### src/hdl/mtc_pkg.sv
// Package of constants and types for the multimode timer channel
// Summary of operation
// - Timer mode: live read, reload instant reads ones
// - Event mode reload read: underflow ones, overflow zeros
// - Stopped counter reads back value just written
// - One-shot stop: halt, reload, output low, request
// - One-shot output synchronised to count source
// - Request set on entering one-shot mode
// - One-shot retrigger: one more count, then reload
// - Request set on entering pulse-width mode
// - PWM stop: halt; high output drops, request
// - PWM stop with low output: no request
package mtc_pkg;
  localparam int        CNT_W     = 16;               // Counter width
  localparam logic [15:0] CNT_ONES  = 16'hFFFF;       // All ones
  localparam logic [15:0] CNT_ZEROS = 16'h0000;       // All zeros
  localparam logic [15:0] RELOAD_RST = 16'h0000;      // Reload reset value
  localparam logic [1:0]  MODE_RST  = 2'h0;           // Timer mode after reset
  // Operating modes
  typedef enum logic [1:0] {
    MTC_TIMER = 2'h0,
    MTC_EVENT = 2'h1,
    MTC_ONESHOT = 2'h2,
    MTC_PWM = 2'h3
  } mtc_mode_e;
  // One-shot / PWM phase states, one-hot
  typedef enum logic [2:0] {
    ST_IDLE = 3'b001,
    ST_RUN  = 3'b010,
    ST_LOW  = 3'b100
  } mtc_state_e;
endpackage

### src/hdl/mtc_timer_channel.sv
// Multimode 16-bit timer channel top level
`timescale 1ns/1ps
`default_nettype none
module mtc_timer_channel
  import mtc_pkg::*;
(
  input  wire logic        clk,               // System clock
  input  wire logic        arst_n,            // Async reset, active low
  input  wire logic        count_tick,        // Internal count source pulse
  input  wire logic [1:0]  mode,              // Operating mode select
  input  wire logic        start,             // Count start flag
  input  wire logic        up_count,          // Event mode: count up
  input  wire logic        free_run,          // Event mode: free-run type
  input  wire logic        ext_trigger_en,    // One-shot/PWM: pin trigger
  input  wire logic        sw_trigger,        // One-shot/PWM: software trigger pulse
  input  wire logic        wr_en,             // Count register write strobe
  input  wire logic [15:0] wr_data,           // Count register write data
  input  wire logic        rd_en,             // Count register read strobe
  input  wire logic        irq_clear,         // Clear interrupt request
  input  wire logic [7:0]  pwm_high,          // PWM high length in ticks, minus one
  input  wire logic        trigger_event_input_pin, // External trigger/event
  output logic [15:0]      rd_data,           // Count register read data
  output logic             irq_request,       // Timer interrupt request
  output logic             pulse_output_pin   // Timer output
);
  logic [15:0] counter;      // Live count
  logic [15:0] reload;       // Reload register
  logic        pin_level;    // Synchronised pin level
  logic        pin_rise;     // Synchronised pin rising edge
  logic [1:0]  mode_q;       // Previous mode
  logic        mode_valid;   // Mode seen since reset
  logic        start_q;      // Previous start flag
  logic        reload_now;   // Reload instant this cycle
  logic        reload_ovf;   // Reload caused by overflow
  logic        stop_os;      // One-shot stopped by software
  logic        stop_pwm;     // PWM stopped by software
  logic        entering;     // Mode change from timer or event, or out of reset, into one-shot or PWM
  logic        trig;         // Trigger this cycle
  logic        trig_pend;    // Trigger waiting for count tick
  logic        retrig;       // Retrigger seen, reload pending
  logic        retrig_dc;    // Extra down count already done
  logic        out_fall;     // Output drop event for request
  logic        os_done;      // One-shot count expiry
  logic [7:0]  pwm_cnt;      // PWM high phase counter
  logic        pwm_to_low;   // PWM high phase ends
  mtc_state_e  state;        // One-shot / PWM phase
  logic        event_tick;   // Event mode count pulse

  // Pin synchroniser and edge detect
  mtc_sync u_sync (
    .clk    (clk),
    .arst_n (arst_n),
    .din    (trigger_event_input_pin),
    .level  (pin_level),
    .rise   (pin_rise)
  );

  // Decoded events
  // All pin events come through the synchroniser, so they lag the pin
  // by two or three clocks. Software triggers act in the same cycle.
  // Stop events look at the previous start flag, so a stop is seen
  // exactly once, on the first cycle the flag reads low.
  assign event_tick = pin_rise & start;
  assign trig       = start & (sw_trigger | (ext_trigger_en & pin_rise));
  assign stop_os    = (mode == MTC_ONESHOT) & start_q & ~start & (state == ST_RUN);
  assign stop_pwm   = (mode == MTC_PWM) & start_q & ~start;
  assign entering   = (mode == MTC_ONESHOT || mode == MTC_PWM) &&
                      (!mode_valid || mode_q == MTC_TIMER || mode_q == MTC_EVENT);
  assign os_done    = (mode == MTC_ONESHOT) & (state == ST_RUN) & count_tick & ~retrig &
                      (counter == CNT_ZEROS);
  assign pwm_to_low = (mode == MTC_PWM) & (state == ST_RUN) & count_tick &
                      (pwm_cnt == 8'h00);

  // Reload instant and its cause
  // The reload instant is a single cycle; in timer and event modes a read
  // strobe in that cycle reports a fixed value instead of the count. In
  // free-run event counting there is no reload, the counter simply wraps.
  always_comb begin
    reload_now = 1'b0;
    reload_ovf = 1'b0;
    if (mode == MTC_TIMER) begin
      reload_now = start & count_tick & (counter == CNT_ZEROS);
    end else if (mode == MTC_EVENT) begin
      if (up_count) begin
        reload_now = event_tick & (counter == CNT_ONES) & ~free_run;
        reload_ovf = 1'b1;
      end else begin
        reload_now = event_tick & (counter == CNT_ZEROS) & ~free_run;
      end
    end else if (mode == MTC_ONESHOT) begin
      // Retrigger reloads after its one extra down count, or at once from zero
      reload_now = os_done | stop_os |
                   (retrig & count_tick & (retrig_dc | (counter == CNT_ZEROS)));
    end
  end

  // Mode history for change detection
  // The first cycle after reset counts as a fresh mode selection, so a
  // one-shot or PWM mode held through reset still raises the request.
  always_ff @(posedge clk or negedge arst_n) begin
    if (!arst_n) begin
      mode_q     <= MODE_RST;
      mode_valid <= 1'b0;
      start_q    <= 1'b0;
    end else begin
      mode_q     <= mode;
      mode_valid <= 1'b1;
      start_q    <= start;
    end
  end

  // Reload register follows software writes
  always_ff @(posedge clk or negedge arst_n) begin
    if (!arst_n) begin
      reload <= RELOAD_RST;
    end else if (wr_en) begin
      reload <= wr_data;
    end
  end

  // Retrigger: one more down count, then reload
  // First tick after the trigger still counts down; the next tick
  // reloads. A count already at zero reloads at once instead of
  // wrapping, since its down count would underflow anyway.
  always_ff @(posedge clk or negedge arst_n) begin
    if (!arst_n) begin
      retrig    <= 1'b0;
      retrig_dc <= 1'b0;
    end else if (mode != MTC_ONESHOT || stop_os) begin
      // Leaving one-shot or stopping drops any pending retrigger
      retrig    <= 1'b0;
      retrig_dc <= 1'b0;
    end else if (trig && state == ST_RUN) begin
      // New trigger restarts the sequence
      retrig    <= 1'b1;
      retrig_dc <= 1'b0;
    end else if (count_tick && retrig) begin
      if (retrig_dc || counter == CNT_ZEROS) begin
        // Reload tick ends the retrigger
        retrig    <= 1'b0;
        retrig_dc <= 1'b0;
      end else begin
        // Extra down count taken
        retrig_dc <= 1'b1;
      end
    end
  end

  // Trigger waits for the next count tick
  // This ties the output edge to the count source, so a trigger may
  // wait up to one count-source period before the output rises.
  always_ff @(posedge clk or negedge arst_n) begin
    if (!arst_n) begin
      trig_pend <= 1'b0;
    end else if (!start) begin
      trig_pend <= 1'b0;
    end else if (trig && state != ST_RUN) begin
      trig_pend <= 1'b1;
    end else if (count_tick) begin
      trig_pend <= 1'b0;
    end
  end

  // Phase machine for one-shot and PWM
  // Idle waits for a trigger, run is the high output phase, low is the
  // PWM low phase. Software stop wins over phase changes, except a one-shot stop while idle, which lets a pending trigger start the run.
  always_ff @(posedge clk or negedge arst_n) begin
    if (!arst_n) begin
      state <= ST_IDLE;
    end else if (mode != MTC_ONESHOT && mode != MTC_PWM) begin
      state <= ST_IDLE;
    end else if (stop_os || stop_pwm) begin
      state <= ST_IDLE;
    end else begin
      case (state)
        ST_IDLE: begin
          if (trig_pend && count_tick) begin
            state <= ST_RUN;
          end
        end
        ST_RUN: begin
          if (os_done) begin
            state <= ST_IDLE;
          end else if (pwm_to_low) begin
            state <= ST_LOW;
          end
        end
        ST_LOW: begin
          // Low phase counts the reload value, then restarts
          if (count_tick && counter == CNT_ZEROS) begin
            state <= ST_RUN;
          end
        end
        default: begin
          state <= ST_IDLE;
        end
      endcase
    end
  end

  // PWM high phase length counter
  always_ff @(posedge clk or negedge arst_n) begin
    if (!arst_n) begin
      pwm_cnt <= 8'h00;
    end else if (state != ST_RUN || mode != MTC_PWM) begin
      pwm_cnt <= pwm_high;
    end else if (count_tick && pwm_cnt != 8'h00) begin
      pwm_cnt <= pwm_cnt - 8'h01;
    end
  end

  // Main counter
  // Writes reach the counter only while stopped, or in event mode so a
  // free-run count can be rewritten right after start. Otherwise a
  // write changes the reload register alone.
  always_ff @(posedge clk or negedge arst_n) begin
    if (!arst_n) begin
      counter <= RELOAD_RST;
    end else if (wr_en && (!start || mode == MTC_EVENT)) begin
      counter <= wr_data;
    end else if (reload_now) begin
      counter <= reload;
    end else if (mode == MTC_TIMER) begin
      if (start && count_tick) begin
        counter <= counter - 16'h0001;
      end
    end else if (mode == MTC_EVENT) begin
      if (event_tick) begin
        counter <= up_count ? counter + 16'h0001 : counter - 16'h0001;
      end
    end else if (mode == MTC_ONESHOT) begin
      if (state == ST_IDLE) begin
        counter <= reload;
      end else if (count_tick) begin
        counter <= counter - 16'h0001;
      end
    end else begin
      if (state == ST_IDLE || (state == ST_RUN && !pwm_to_low)) begin
        counter <= reload;
      end else if (pwm_to_low) begin
        counter <= reload;
      end else if (count_tick) begin
        counter <= counter - 16'h0001;
      end
    end
  end

  // Read data: live count, fixed value at timer or event reload instant
  // Data is captured on the read strobe and held until the next one,
  // so a slow reader always sees one coherent value.
  always_ff @(posedge clk or negedge arst_n) begin
    if (!arst_n) begin
      rd_data <= CNT_ZEROS;
    end else if (rd_en) begin
      if (reload_now && mode == MTC_TIMER) begin
        rd_data <= CNT_ONES;
      end else if (reload_now && mode == MTC_EVENT) begin
        rd_data <= reload_ovf ? CNT_ZEROS : CNT_ONES;
      end else begin
        rd_data <= counter;
      end
    end
  end

  // Output pin follows the run phase
  // Drops take priority over rises, so a stop in the same cycle as a
  // phase restart leaves the output low.
  always_ff @(posedge clk or negedge arst_n) begin
    if (!arst_n) begin
      pulse_output_pin <= 1'b0;
    end else if (stop_os || stop_pwm || os_done || pwm_to_low) begin
      pulse_output_pin <= 1'b0;
    end else if (state == ST_IDLE && trig_pend && count_tick) begin
      pulse_output_pin <= 1'b1;
    end else if (state == ST_LOW && count_tick && counter == CNT_ZEROS) begin
      pulse_output_pin <= 1'b1;
    end
  end

  // Falling output and mode entry raise the request
  assign out_fall = pulse_output_pin & (stop_pwm | os_done | pwm_to_low);

  // Interrupt request flag, set wins over clear
  // Software must clear the spurious request after a mode entry; a
  // clear that meets a new cause in one cycle is ignored.
  always_ff @(posedge clk or negedge arst_n) begin
    if (!arst_n) begin
      irq_request <= 1'b0;
    end else if (entering || stop_os || out_fall || (reload_now && mode != MTC_ONESHOT)) begin
      irq_request <= 1'b1;
    end else if (irq_clear) begin
      irq_request <= 1'b0;
    end
  end

  // Pin level kept for future gating; unused otherwise
  logic unused_level;
  assign unused_level = pin_level;
endmodule // mtc_timer_channel
`default_nettype wire

### src/hdl/mtc_sync.sv
// Two-flop synchroniser with rising-edge pulse output
`timescale 1ns/1ps
`default_nettype none
module mtc_sync
  import mtc_pkg::*;
(
  input  wire logic clk,
  input  wire logic arst_n,
  input  wire logic din,
  output logic      level,
  output logic      rise
);
  logic meta;   // First stage, read only by second
  logic stage2; // Second stage
  logic prev;   // Delayed copy for edge detect

  // Synchroniser chain and edge history
  always_ff @(posedge clk or negedge arst_n) begin
    if (!arst_n) begin
      meta   <= 1'b0;
      stage2 <= 1'b0;
      prev   <= 1'b0;
    end else begin
      meta   <= din;
      stage2 <= meta;
      prev   <= stage2;
    end
  end

  assign level = stage2;
  assign rise  = stage2 & ~prev;
endmodule // mtc_sync
`default_nettype wire

### config.mk
export PLATFORM = sky130hd
export DESIGN_NAME = mtc_timer_channel
export DESIGN_NICKNAME = d
export VERILOG_FILES = /design/src/hdl/mtc_pkg.sv /design/src/hdl/mtc_timer_channel.sv /design/src/hdl/mtc_sync.sv
export SDC_FILE = /design/constraint.sdc
export NUM_CORES = 1
export LEC_CHECK = 0
export BUFFER_PORTS_ARGS = -buffer_cell sky130_fd_sc_hd__buf_2
export CAP_MARGIN = 15
export CORE_AREA = 2 2 142 144
export DETAILED_ROUTE_END_ITERATION = 7
export DIE_AREA = 0 0 144 146
export MAX_ROUTING_LAYER = met4
export PLACE_DENSITY = 0.5
export REMOVE_ABC_BUFFERS = 1
export SLEW_MARGIN = 25
export SYNTH_ARGS = -nofsm -noshare
export SYNTH_HDL_FRONTEND = slang
export SYNTH_SLANG_ARGS = --single-unit
### constraint.sdc
create_clock -name clk -period 2.6 [get_ports clk]
set_input_delay 0.39 -clock clk [delete_from_list [all_inputs] [get_ports clk]]
set_output_delay 0.39 -clock clk [all_outputs]
set_load 0.05 [all_outputs]
==> impl_summary.log, run 1 <==
[metrics] status: completed
[metrics] number of nets in the finished design: 707
[metrics] met1 usage: 23.0%
[metrics] R2R setup slack: 0.1 ns
[metrics] count of unresolved DRC violations after routing: 0
[metrics] worst-case clock skew: 0.00674 ns
[metrics] Pre-Repair DR Iteration Count: 5
[metrics] GP Congestion: 0.896
[metrics] slowest cell on the critical path: dfrtp_1
[metrics] post-place instance area: 5770 um2
[metrics] port bufs: 55
[metrics] max-cap check violation count: 0
[metrics] Static Leak: 2.59 nW
[metrics] hold violation total from the final report: 0
[metrics] sequential cell area fraction in the yosys report: 36.6%
[metrics] Max rail drop VDD: 0.309 mV
[metrics] DRC violation total after the first TritonRoute iteration: 317
[metrics] FF+latch count, synth: 70
[metrics] crit end category: flop
[metrics] Die Footprint: 21000 um2
[metrics] number of antenna violations at the first check in global routing: 0
[metrics] Initial Utilization: 24.8%
[metrics] top_reg_cell synth: dfrtp_1
[metrics] mean number of vias per cell: 5.07
[metrics] maximum level of the CTS H-tree: 3
[metrics] Relative slew margins: 49.0%
[metrics] number of gates on the worst path with buffers counted: 9
[metrics] maximum fanout along the worst path: 8
[metrics] proportion of synthesized flip-flops having asynchronous set or reset: 100%
[metrics] Worst setup startpoint: counter[11]
[metrics] part of the cycle the worst path needs: 96.2%
[metrics] Max Slew Vio Count: 0
[metrics] total inserted antenna cells: 0
[metrics] minimum setup slack in the final design: 0.0999 ns
[metrics] vias in the first global route: 4581
[metrics] pin count of the biggest net entering global routing: 38
[metrics] worst hold path class: in2async
[metrics] final non-filler cell area: 6100 um2
[metrics] Area contributors post-synth: dfrtp_1, nand2_1, a21oi_1, o21ai_0, mux2_2
[metrics] Post-Synthesis Cells: 574
[metrics] Final min period: 2.50 ns
[metrics] clock sinks: 70
[metrics] Worst path max stage delay: 0.43 ns
[metrics] logic depth of the worst register-to-register path: 9
[metrics] unrepaired setup endpoints after global routing: yes
[metrics] worst hold slack: 0.00454 ns
[metrics] cell at the root of the clock tree: clkbuf_16
[metrics] Synth top cells by count: nand2_1, dfrtp_1, a21oi_1
[metrics] final standard cell utilization of the core: 31.6%
[metrics] clk slew on worst S/H paths: 0.06 ns
[metrics] nature of the critical path startpoint: flop
[metrics] Data arrival, critical path: 2.72 ns
[metrics] Global Route met2 Usage: 23.7%
[metrics] global routing met3 resource utilization: 2.73%
[metrics] ratio of cells with drive above 1 in the final layout: 26.8%
[metrics] startpoint-to-endpoint class of the critical path: reg2reg
[metrics] combined global-route utilization of all metal layers: 16.3%
[metrics] Final HPWL DP: 12000 um
[metrics] most frequently used cell type in the post-synthesis netlist: nand2_1
[metrics] worst r2r src: counter[11]
[metrics] count of placed standard cells including taps: 918
[metrics] DR vias: 4731
[metrics] global-route wire length before repair: 26000 um
[metrics] clock latency of the later-clocked register in the worst-skew pair: 0.35 ns
[metrics] row cnt: 51
[metrics] Worst Path Buf+Inv: 2
[metrics] count of antenna-violating nets left after detailed routing: 0
[metrics] cell family with most CP delay: simple AND/OR/NAND/NOR gates
[metrics] Die Height: 146 um
[metrics] final instance count without filler cells: 934
[metrics] global route total overflow: 0
[metrics] Most Used Layer, Global Route: met2
[metrics] FILL cells: 2061
[metrics] achievable frequency: 0.400 GHz
[metrics] cells along the critical path: nor4_4, and4_2, a31oi_4, o311ai_4, buf_12, nand2_4, buf_4, mux2i_1, a31oi_1
[metrics] buffers inserted during post-CTS setup optimization: 0
[metrics] largest area contributor in the synthesized netlist: dfrtp_1
[metrics] setup slack at placement: -0.0601 ns
[metrics] Bufs on Longest Clock Path: 2
[metrics] post-synthesis area per instance: 8.35 um2
[metrics] netlist area before placement: 4790 um2
[metrics] core area: 19300 um2
[metrics] number of CTS-inserted buffers: 9
[metrics] routed length per placed instance: 17.5 um
[metrics] horizontal extent of the die: 144 um
[metrics] required time of the critical path: 2.82 ns
[metrics] warning count from the yosys run: 0
[metrics] share of the synthesized area in the top cell type: 36.0%
[metrics] clock tree from TritonCTS: done
[metrics] routed wire length: 16300 um
[metrics] Tightest Pin Transition: 0.759 ns
[metrics] count of distinct cell types in the synthesized netlist: 70
[metrics] Power per Cell Area: 634 nW/um2
[metrics] Post-synth EDFFs: 0
[metrics] Layout Area Growth over Synthesis: 27.4%
[metrics] setup violators final: 0
[metrics] number of top-level pins: 56
cell usage in the layout, fill, tap and decap left out, drive strengths merged, types with 5 or more instances in the layout:
master,n
nand2,79
a31oi,15
a221oi,6
nor2,42
dfrtp,69
o31ai,7
ha,5
o21ai,46
buf,128
nor2b,9
nor4,12
mux2,17
a22oi,5
o22ai,8
nand4,6
nor3,19
xnor2,11
or3,13
clkbuf,9
nand2b,5
xor2,16
a21oi,51
inv,8
nand3,16
mux2i,9
kinds of logic (layout without fill, tap and decap cells):
| kind of cell | count (synthesis) | in the layout | synth area share, % |
|---|---|---|---|
| AO/OA/AOI/OAI | 169 | 169 | 22.8 |
| XOR/XNOR | 27 | 27 | 4.94 |
| adder cells (fa/ha/maj) | 5 | 5 | 1.31 |
| buffers and inverters | 56 | 151 | 4.99 |
| flip-flops | 70 | 70 | 36.6 |
| multiplexers | 26 | 26 | 5.88 |
| other | 1 | 1 | 0.0783 |
| AND/OR/NAND/NOR | 220 | 220 | 23.4 |
registers in the layout (all words and copies together), names as in the netlist, 3 cells and up:
| signal | count |
|---|---|
| rd_data | 16 |
| pwm_cnt | 8 |
| counter | 16 |
| reload | 16 |
| state | 3 |
layer usage:
layer | vias up | wire, um
li1 | 2277 | -
met1 | 2292 | 7830
met2 | 144 | 7350
met3 | 18 | 829
met4 | 0 | 296
met5 | - | 0
layout make-up:
class	instances	area, um2	share of cell area [%]
Clock buffer	9	225	3.69
Clock inverter	7	73.8	1.21
Inverter	7	26.3	0.431
Multi-Input combinational cell	448	2830	46.4
Sequential cell	70	1750	28.7
Tap cell	265	332	5.43
Timing Repair Buffer	128	863	14.1
final timing paths:
kind,end
max,counter[13]
max reg2reg,counter[13]
max in group asynchronous,state[0]
min in group clk,u_sync.meta
min reg2reg,u_sync.level
min,rd_data[0]
what timing repair did:
action,in CTS,in global routing
setup endpoints to repair,27,29
resized for setup,1,4
hold buffers,0,0
through the flow:
| step | TNS, ns | power [mW] |
|---|---|---|
| after floorplan | -0.307 | 2.08 |
| after detailed placement | -0.439 | 2.60 |
| after CTS | 0 | 3.88 |
| after global routing | -0.00433 | 4.08 |
| final | 0 | 3.87 |
| after global placement | -0.800 | 2.60 |
worst register-to-register path, cell delays in order (launching register included):
cell	delay [ns]
dfrtp_1	0.43
nor4_4	0.42
and4_2	0.37
a31oi_4	0.11
o311ai_4	0.31
buf_12	0.17
nand2_4	0.11
buf_4	0.19
mux2i_1	0.16
a31oi_1	0.10
report_power, final:
part           leakage, nW  internal [mW]  switching, mW
Clock                0.134          0.744          0.518
Sequential           0.805           1.23          0.117
Combinational         1.65          0.468          0.797
Total                 2.59           2.44           1.43
No activity file was read; power rests on OpenSTA's default activity.
==> run 2: changes to the inputs <==
Settings changed: CORE_AREA 2 2 142 144 to 2 2 114 116, DIE_AREA 0 0 144 146 to 0 0 116 118, PLACE_DENSITY 0.5 to 0.65.
Clock period 2.6 ns to 3 ns, I/O delays scaled along.
==> impl_summary.log, run 2 (synthesis results as in run 1) <==
[metrics] status: completed
[metrics] port bufs: 55
[metrics] ratio of cells with drive above 1 in the final layout: 22.1%
[metrics] DR vias: 4763
[metrics] count of unresolved DRC violations after routing: 0
[metrics] Gates resized, CTS repair: 0
[metrics] crit end category: flop
[metrics] horizontal extent of the die: 116 um
[metrics] row cnt: 41
[metrics] Die Footprint: 13700 um2
[metrics] global-route wire length before repair: 23900 um
[metrics] setup slack at placement: 0.405 ns
[metrics] Die Height: 118 um
[metrics] number of CTS-inserted buffers: 9
[metrics] clk slew on worst S/H paths: 0.06 ns
[metrics] clock tree from TritonCTS: done
[metrics] slowest cell on the critical path: dfrtp_1
[metrics] Relative slew margins: 50.5%
[metrics] commonest non-fill, non-tap cell in the layout: nand2_1
[metrics] number of hold buffers added after CTS: 0
[metrics] final instance count without filler cells: 806
[metrics] number of nets in the finished design: 671
[metrics] worst hold slack: 0.0599 ns
[metrics] GP Congestion: 0.942
[metrics] Worst path max stage delay: 0.50 ns
[metrics] maximum fanout along the worst path: 9
[metrics] Initial Utilization: 38.6%
[metrics] buffers inserted during post-CTS setup optimization: 0
[metrics] startpoint-to-endpoint class of the critical path: reg2reg
[metrics] clock latency of the later-clocked register in the worst-skew pair: 0.34 ns
[metrics] Max Slew Vio Count: 0
[metrics] nature of the critical path startpoint: flop
[metrics] count of antenna-violating nets left after detailed routing: 0
[metrics] unrepaired setup endpoints after global routing: no
[metrics] vias in the first global route: 4460
[metrics] worst hold path class: in2async
[metrics] Power per Cell Area: 589 nW/um2
[metrics] global route total overflow: 0
[metrics] count of placed standard cells including taps: 789
[metrics] setup violators final: 0
[metrics] number of antenna violations at the first check in global routing: 1
[metrics] required time of the critical path: 3.25 ns
[metrics] final non-filler cell area: 5690 um2
[metrics] DRC violation total after the first TritonRoute iteration: 576
[metrics] clock sinks: 70
[metrics] cells along the critical path: nor4_1, and4_1, buf_4, a311o_1, and2_1, buf_4, a21oi_1, a31oi_1
[metrics] cell occurring most often along the worst timing path: buf_4
[metrics] Setup crit end: counter[9]
[metrics] max-cap check violation count: 0
[metrics] Pre-Repair DR Iteration Count: 6
[metrics] mean number of vias per cell: 5.91
[metrics] part of the cycle the worst path needs: 89.9%
[metrics] worst r2r src: counter[14]
[metrics] commonest non-fill, non-tap cells in the layout: nand2_1, dfrtp_1, buf_2, a21oi_1, o21ai_0
[metrics] pin count of the biggest net entering global routing: 35
[metrics] Final HPWL DP: 10800 um
[metrics] Tightest Pin Transition: 0.743 ns
[metrics] combined global-route utilization of all metal layers: 22.8%
[metrics] largest registers ranked by flip-flop count: counter x16, rd_data x16, reload x16
[metrics] logic depth of the worst register-to-register path: 8
[metrics] minimum setup slack in the final design: 0.304 ns
[metrics] worst-case clock skew: 0.00743 ns
[metrics] post-place instance area: 5360 um2
[metrics] number of top-level pins: 56
[metrics] R2R setup slack: 0.30 ns
[metrics] Data arrival, critical path: 2.95 ns
[metrics] Static Leak: 2.42 nW
[metrics] Layout Area Growth over Synthesis: 18.7%
[metrics] Max rail drop VDD: 0.260 mV
[metrics] Bufs on Longest Clock Path: 2
[metrics] routed wire length: 15000 um
[metrics] Total Negative Setup Slacks: 0 ns
[metrics] Worst setup startpoint: counter[14]
[metrics] capture instance of the worst register-to-register path: counter[9]
[metrics] hold violation total from the final report: 0
[metrics] maximum level of the CTS H-tree: 3
[metrics] routed length per placed instance: 18.6 um
[metrics] Final min period: 2.70 ns
[metrics] achievable frequency: 0.371 GHz
[metrics] cell at the root of the clock tree: clkbuf_16
[metrics] core area: 12400 um2
## run 2: cell types whose count changed in the layout (fill, tap and decap cells not counted), sizes merged
cell | before | now
inv | 8 | 7
buf | 128 | 92
bufinv | 1 | 2
clkinv | 1 | 2
diode | 0 | 1
clkinvlp | 4 | 2
clkbuf | 9 | 10
## run 2: worst min path at each step
stage	endpoint	slack, ns	depth (start not counted)
floorplan	counter[0]	0.15	0
global placement	u_sync.level	0.35	0
detailed placement	u_sync.level	0.35	0
CTS	reload[3]	0.07	1
global route	reload[3]	0.1	1
finish	reload[6]	0.06	1
## run 2: stage by stage
step / util (%) / power (mW)
2_1_floorplan: - / 1.80
3_3_place_gp: 43.2 / 2.16
3_5_place_dp: 43.2 / 2.18
4_1_cts: 45.8 / 3.35
5_1_grt: 45.8 / 3.49
6_report: 45.8 / 3.35
## run 2: routing by layer
metal | vias up | wire (um) | global-route usage, %
met5 | - | 0 | -
met4 | 0 | 325 | 6.99
met3 | 39 | 1230 | 3.45
met2 | 260 | 6770 | 33.5
met1 | 2268 | 6640 | 32.5
li1 | 2196 | - | -
## run 2: final cells by class
type / count / area, um2
Antenna cell: 1 / 2.50
Clock buffer: 10 / 239
Clock inverter: 6 / 85.1
Fill cell: 1273 / 6730
Inverter: 7 / 26.3
Multi-Input combinational cell: 448 / 2800
Sequential cell: 70 / 1750
Tap cell: 172 / 215
Timing Repair Buffer: 92 / 566
## run 2: power by group
part | internal (mW) | switching (mW) | total [mW]
Clock | 0.747 | 0.414 | 1.16
Combinational | 0.352 | 0.645 | 0.997
Sequential | 1.06 | 0.126 | 1.19
## run 2: critical path, delay by kind of cell (launching register included)
family,cells,cell delay [ns]
simple gates,3,1.06
compound gates,3,0.70
flops,1,0.50
buf+inv,2,0.34
==> run 3: changes to the inputs <==
Settings changed: CTS_BUF_LIST set to sky130_fd_sc_hd__clkbuf_2.
==> impl_summary.log, run 3 (synthesis results as in run 1) <==
[metrics] status: completed
[metrics] share of total power in the clock network: 22.3%
[metrics] worst r2r src: counter[14]
[metrics] minimum setup slack in the final design: 0.307 ns
[metrics] Worst path max stage delay: 0.55 ns
[metrics] Relative slew margins: 49.0%
[metrics] ratio of cells with drive above 1 in the final layout: 21.9%
[metrics] number of top-level pins: 56
[metrics] required time of the critical path: 3.47 ns
[metrics] nature of the critical path startpoint: flop
[metrics] register cell area after layout: 1750 um2
[metrics] routed length per placed instance: 18.4 um
[metrics] global-route wire length before repair: 23800 um
[metrics] combined global-route utilization of all metal layers: 22.7%
[metrics] destination of the worst hold path: pwm_cnt[7]
[metrics] Total Negative Setup Slacks: 0 ns
[metrics] hold violation total from the final report: 0
[metrics] clock tree from TritonCTS: done
[metrics] Initial Utilization: 38.6%
[metrics] max-cap check violation count: 0
[metrics] largest registers ranked by flip-flop count: counter x16, rd_data x16, reload x16
[metrics] capture instance of the worst register-to-register path: counter[9]
[metrics] Die Footprint: 13700 um2
[metrics] Static Leak: 2.35 nW
[metrics] worst-case clock skew: 0.0227 ns
[metrics] number of antenna violations at the first check in global routing: 2
[metrics] count of unresolved DRC violations after routing: 0
[metrics] Cells on Worst Hold Path: 3
[metrics] R2R setup slack: 0.31 ns
[metrics] clock latency of the later-clocked register in the worst-skew pair: 0.55 ns
[metrics] Die Height: 118 um
[metrics] cells along the critical path: nor4_1, and4_1, buf_4, a311o_1, and2_1, buf_4, a21oi_1, a31oi_1
[metrics] GP Congestion: 0.942
[metrics] cell family with most CP delay: simple AND/OR/NAND/NOR gates
[metrics] part of the cycle the worst path needs: 89.8%
[metrics] worst hold slack: 0.0785 ns
[metrics] startpoint of the worst hold path: pwm_high[7]
[metrics] DRC violation total after the first TritonRoute iteration: 552
[metrics] buffers inserted during post-CTS setup optimization: 0
[metrics] power dissipated by switching net loads: 1.13 mW
[metrics] Final min period: 2.69 ns
[metrics] count of antenna-violating nets left after detailed routing: 0
[metrics] Max rail drop VDD: 0.173 mV
[metrics] Worst Path Buf+Inv: 2
[metrics] commonest non-fill, non-tap cell in the layout: nand2_1
[metrics] pin count of the biggest net entering global routing: 35
[metrics] Layout Area Growth over Synthesis: 15.2%
[metrics] core area: 12400 um2
[metrics] setup violators final: 0
[metrics] post-place instance area: 5360 um2
[metrics] startpoint-to-endpoint class of the critical path: reg2reg
[metrics] horizontal extent of the die: 116 um
[metrics] maximum level of the CTS H-tree: 3
[metrics] Final HPWL DP: 10800 um
[metrics] internal power component: 1.68 mW
[metrics] vias in the first global route: 4424
[metrics] Max Slew Vio Count: 0
[metrics] global route total overflow: 0
[metrics] row cnt: 41
[metrics] number of CTS-inserted buffers: 9
[metrics] clock sinks: 70
[metrics] setup slack at placement: 0.405 ns
[metrics] Worst setup startpoint: counter[14]
[metrics] port bufs: 55
[metrics] combinational share of power: 35.5%
[metrics] Sw Share: 40.1%
[metrics] slowest cell on the critical path: dfrtp_1
[metrics] clk slew on worst S/H paths: 0.21 ns
[metrics] logic depth of the worst register-to-register path: 8
[metrics] maximum fanout along the worst path: 9
[metrics] routed wire length: 14900 um
[metrics] Multi-input gate area: 2800 um2
[metrics] Pre-Repair DR Iteration Count: 5
[metrics] worst hold path class: in2reg
[metrics] crit end category: flop
[metrics] commonest non-fill, non-tap cells in the layout: nand2_1, dfrtp_1, buf_2, a21oi_1, o21ai_0
[metrics] achievable frequency: 0.371 GHz
[metrics] final non-filler cell area: 5520 um2
[metrics] number of nets in the finished design: 673
[metrics] Power per Cell Area: 509 nW/um2
[metrics] Bufs on Longest Clock Path: 2
[metrics] final instance count without filler cells: 809
[metrics] mean number of vias per cell: 5.83
[metrics] cell occurring most often along the worst timing path: buf_4
[metrics] Tightest Pin Transition: 0.765 ns
[metrics] cell at the root of the clock tree: clkbuf_2
[metrics] Seq pwr share: 42.3%
[metrics] FILL cells: 1294
[metrics] unrepaired setup endpoints after global routing: no
[metrics] count of placed standard cells including taps: 789
[metrics] Data arrival, critical path: 3.17 ns
[metrics] DR vias: 4715
[run 3: how the worst max path moves through the flow]
stage / to / slack, ns / depth (start not counted)
2_1_floorplan: counter[3] / 0.33 / 9
3_3_place_gp: counter[3] / 0.47 / 10
3_5_place_dp: counter[7] / 0.41 / 7
4_1_cts: counter[9] / 0.36 / 8
5_1_grt: rd_data[4] / 0.17 / 8
6_report: counter[9] / 0.31 / 8
[run 3: metal layers]
metal,vias to the layer above,global-route usage [%],wire length [um]
met5,-,-,0
met4,0,6.99,303
met3,33,3.91,1020
met2,211,33.1,6680
met1,2274,32.2,6880
li1,2197,-,-
[run 3: cell type report]
cell class,instances,share of cell area [%]
inverters,7,0.476
repair buffers,94,10.6
clock inverters,7,1.61
flip-flops and latches,70,31.8
diodes,2,0.0907
well taps,172,3.90
multi-input cells,448,50.7
clock buffers,9,0.816
[run 3: through the flow]
stage	util, %	total power [mW]
2_1_floorplan	-	1.80
3_3_place_gp	43.2	2.16
3_5_place_dp	43.2	2.18
4_1_cts	44.4	2.82
5_1_grt	44.4	2.96
6_report	44.4	2.81
[run 3: timing repair]
item                      in CTS  in global routing
resized for setup              0                  0
hold buffers                   2                  0
hold endpoints to repair      18                  0
[run 3: power by group through the flow]
stage,registers (mW),clock network (mW),logic [mW]
after floorplan,1.37,0,0.427
after CTS,1.18,0.645,0.985
final,1.19,0.626,0.997
after detailed placement,1.20,0,0.978
after global placement,1.20,0,0.965
after global routing,1.20,0.682,1.08
[run 3: worst min-delay path, cell delays in order]
cell     delay, ns
buf_2         0.07
nand2_1       0.03
o21ai_0       0.06
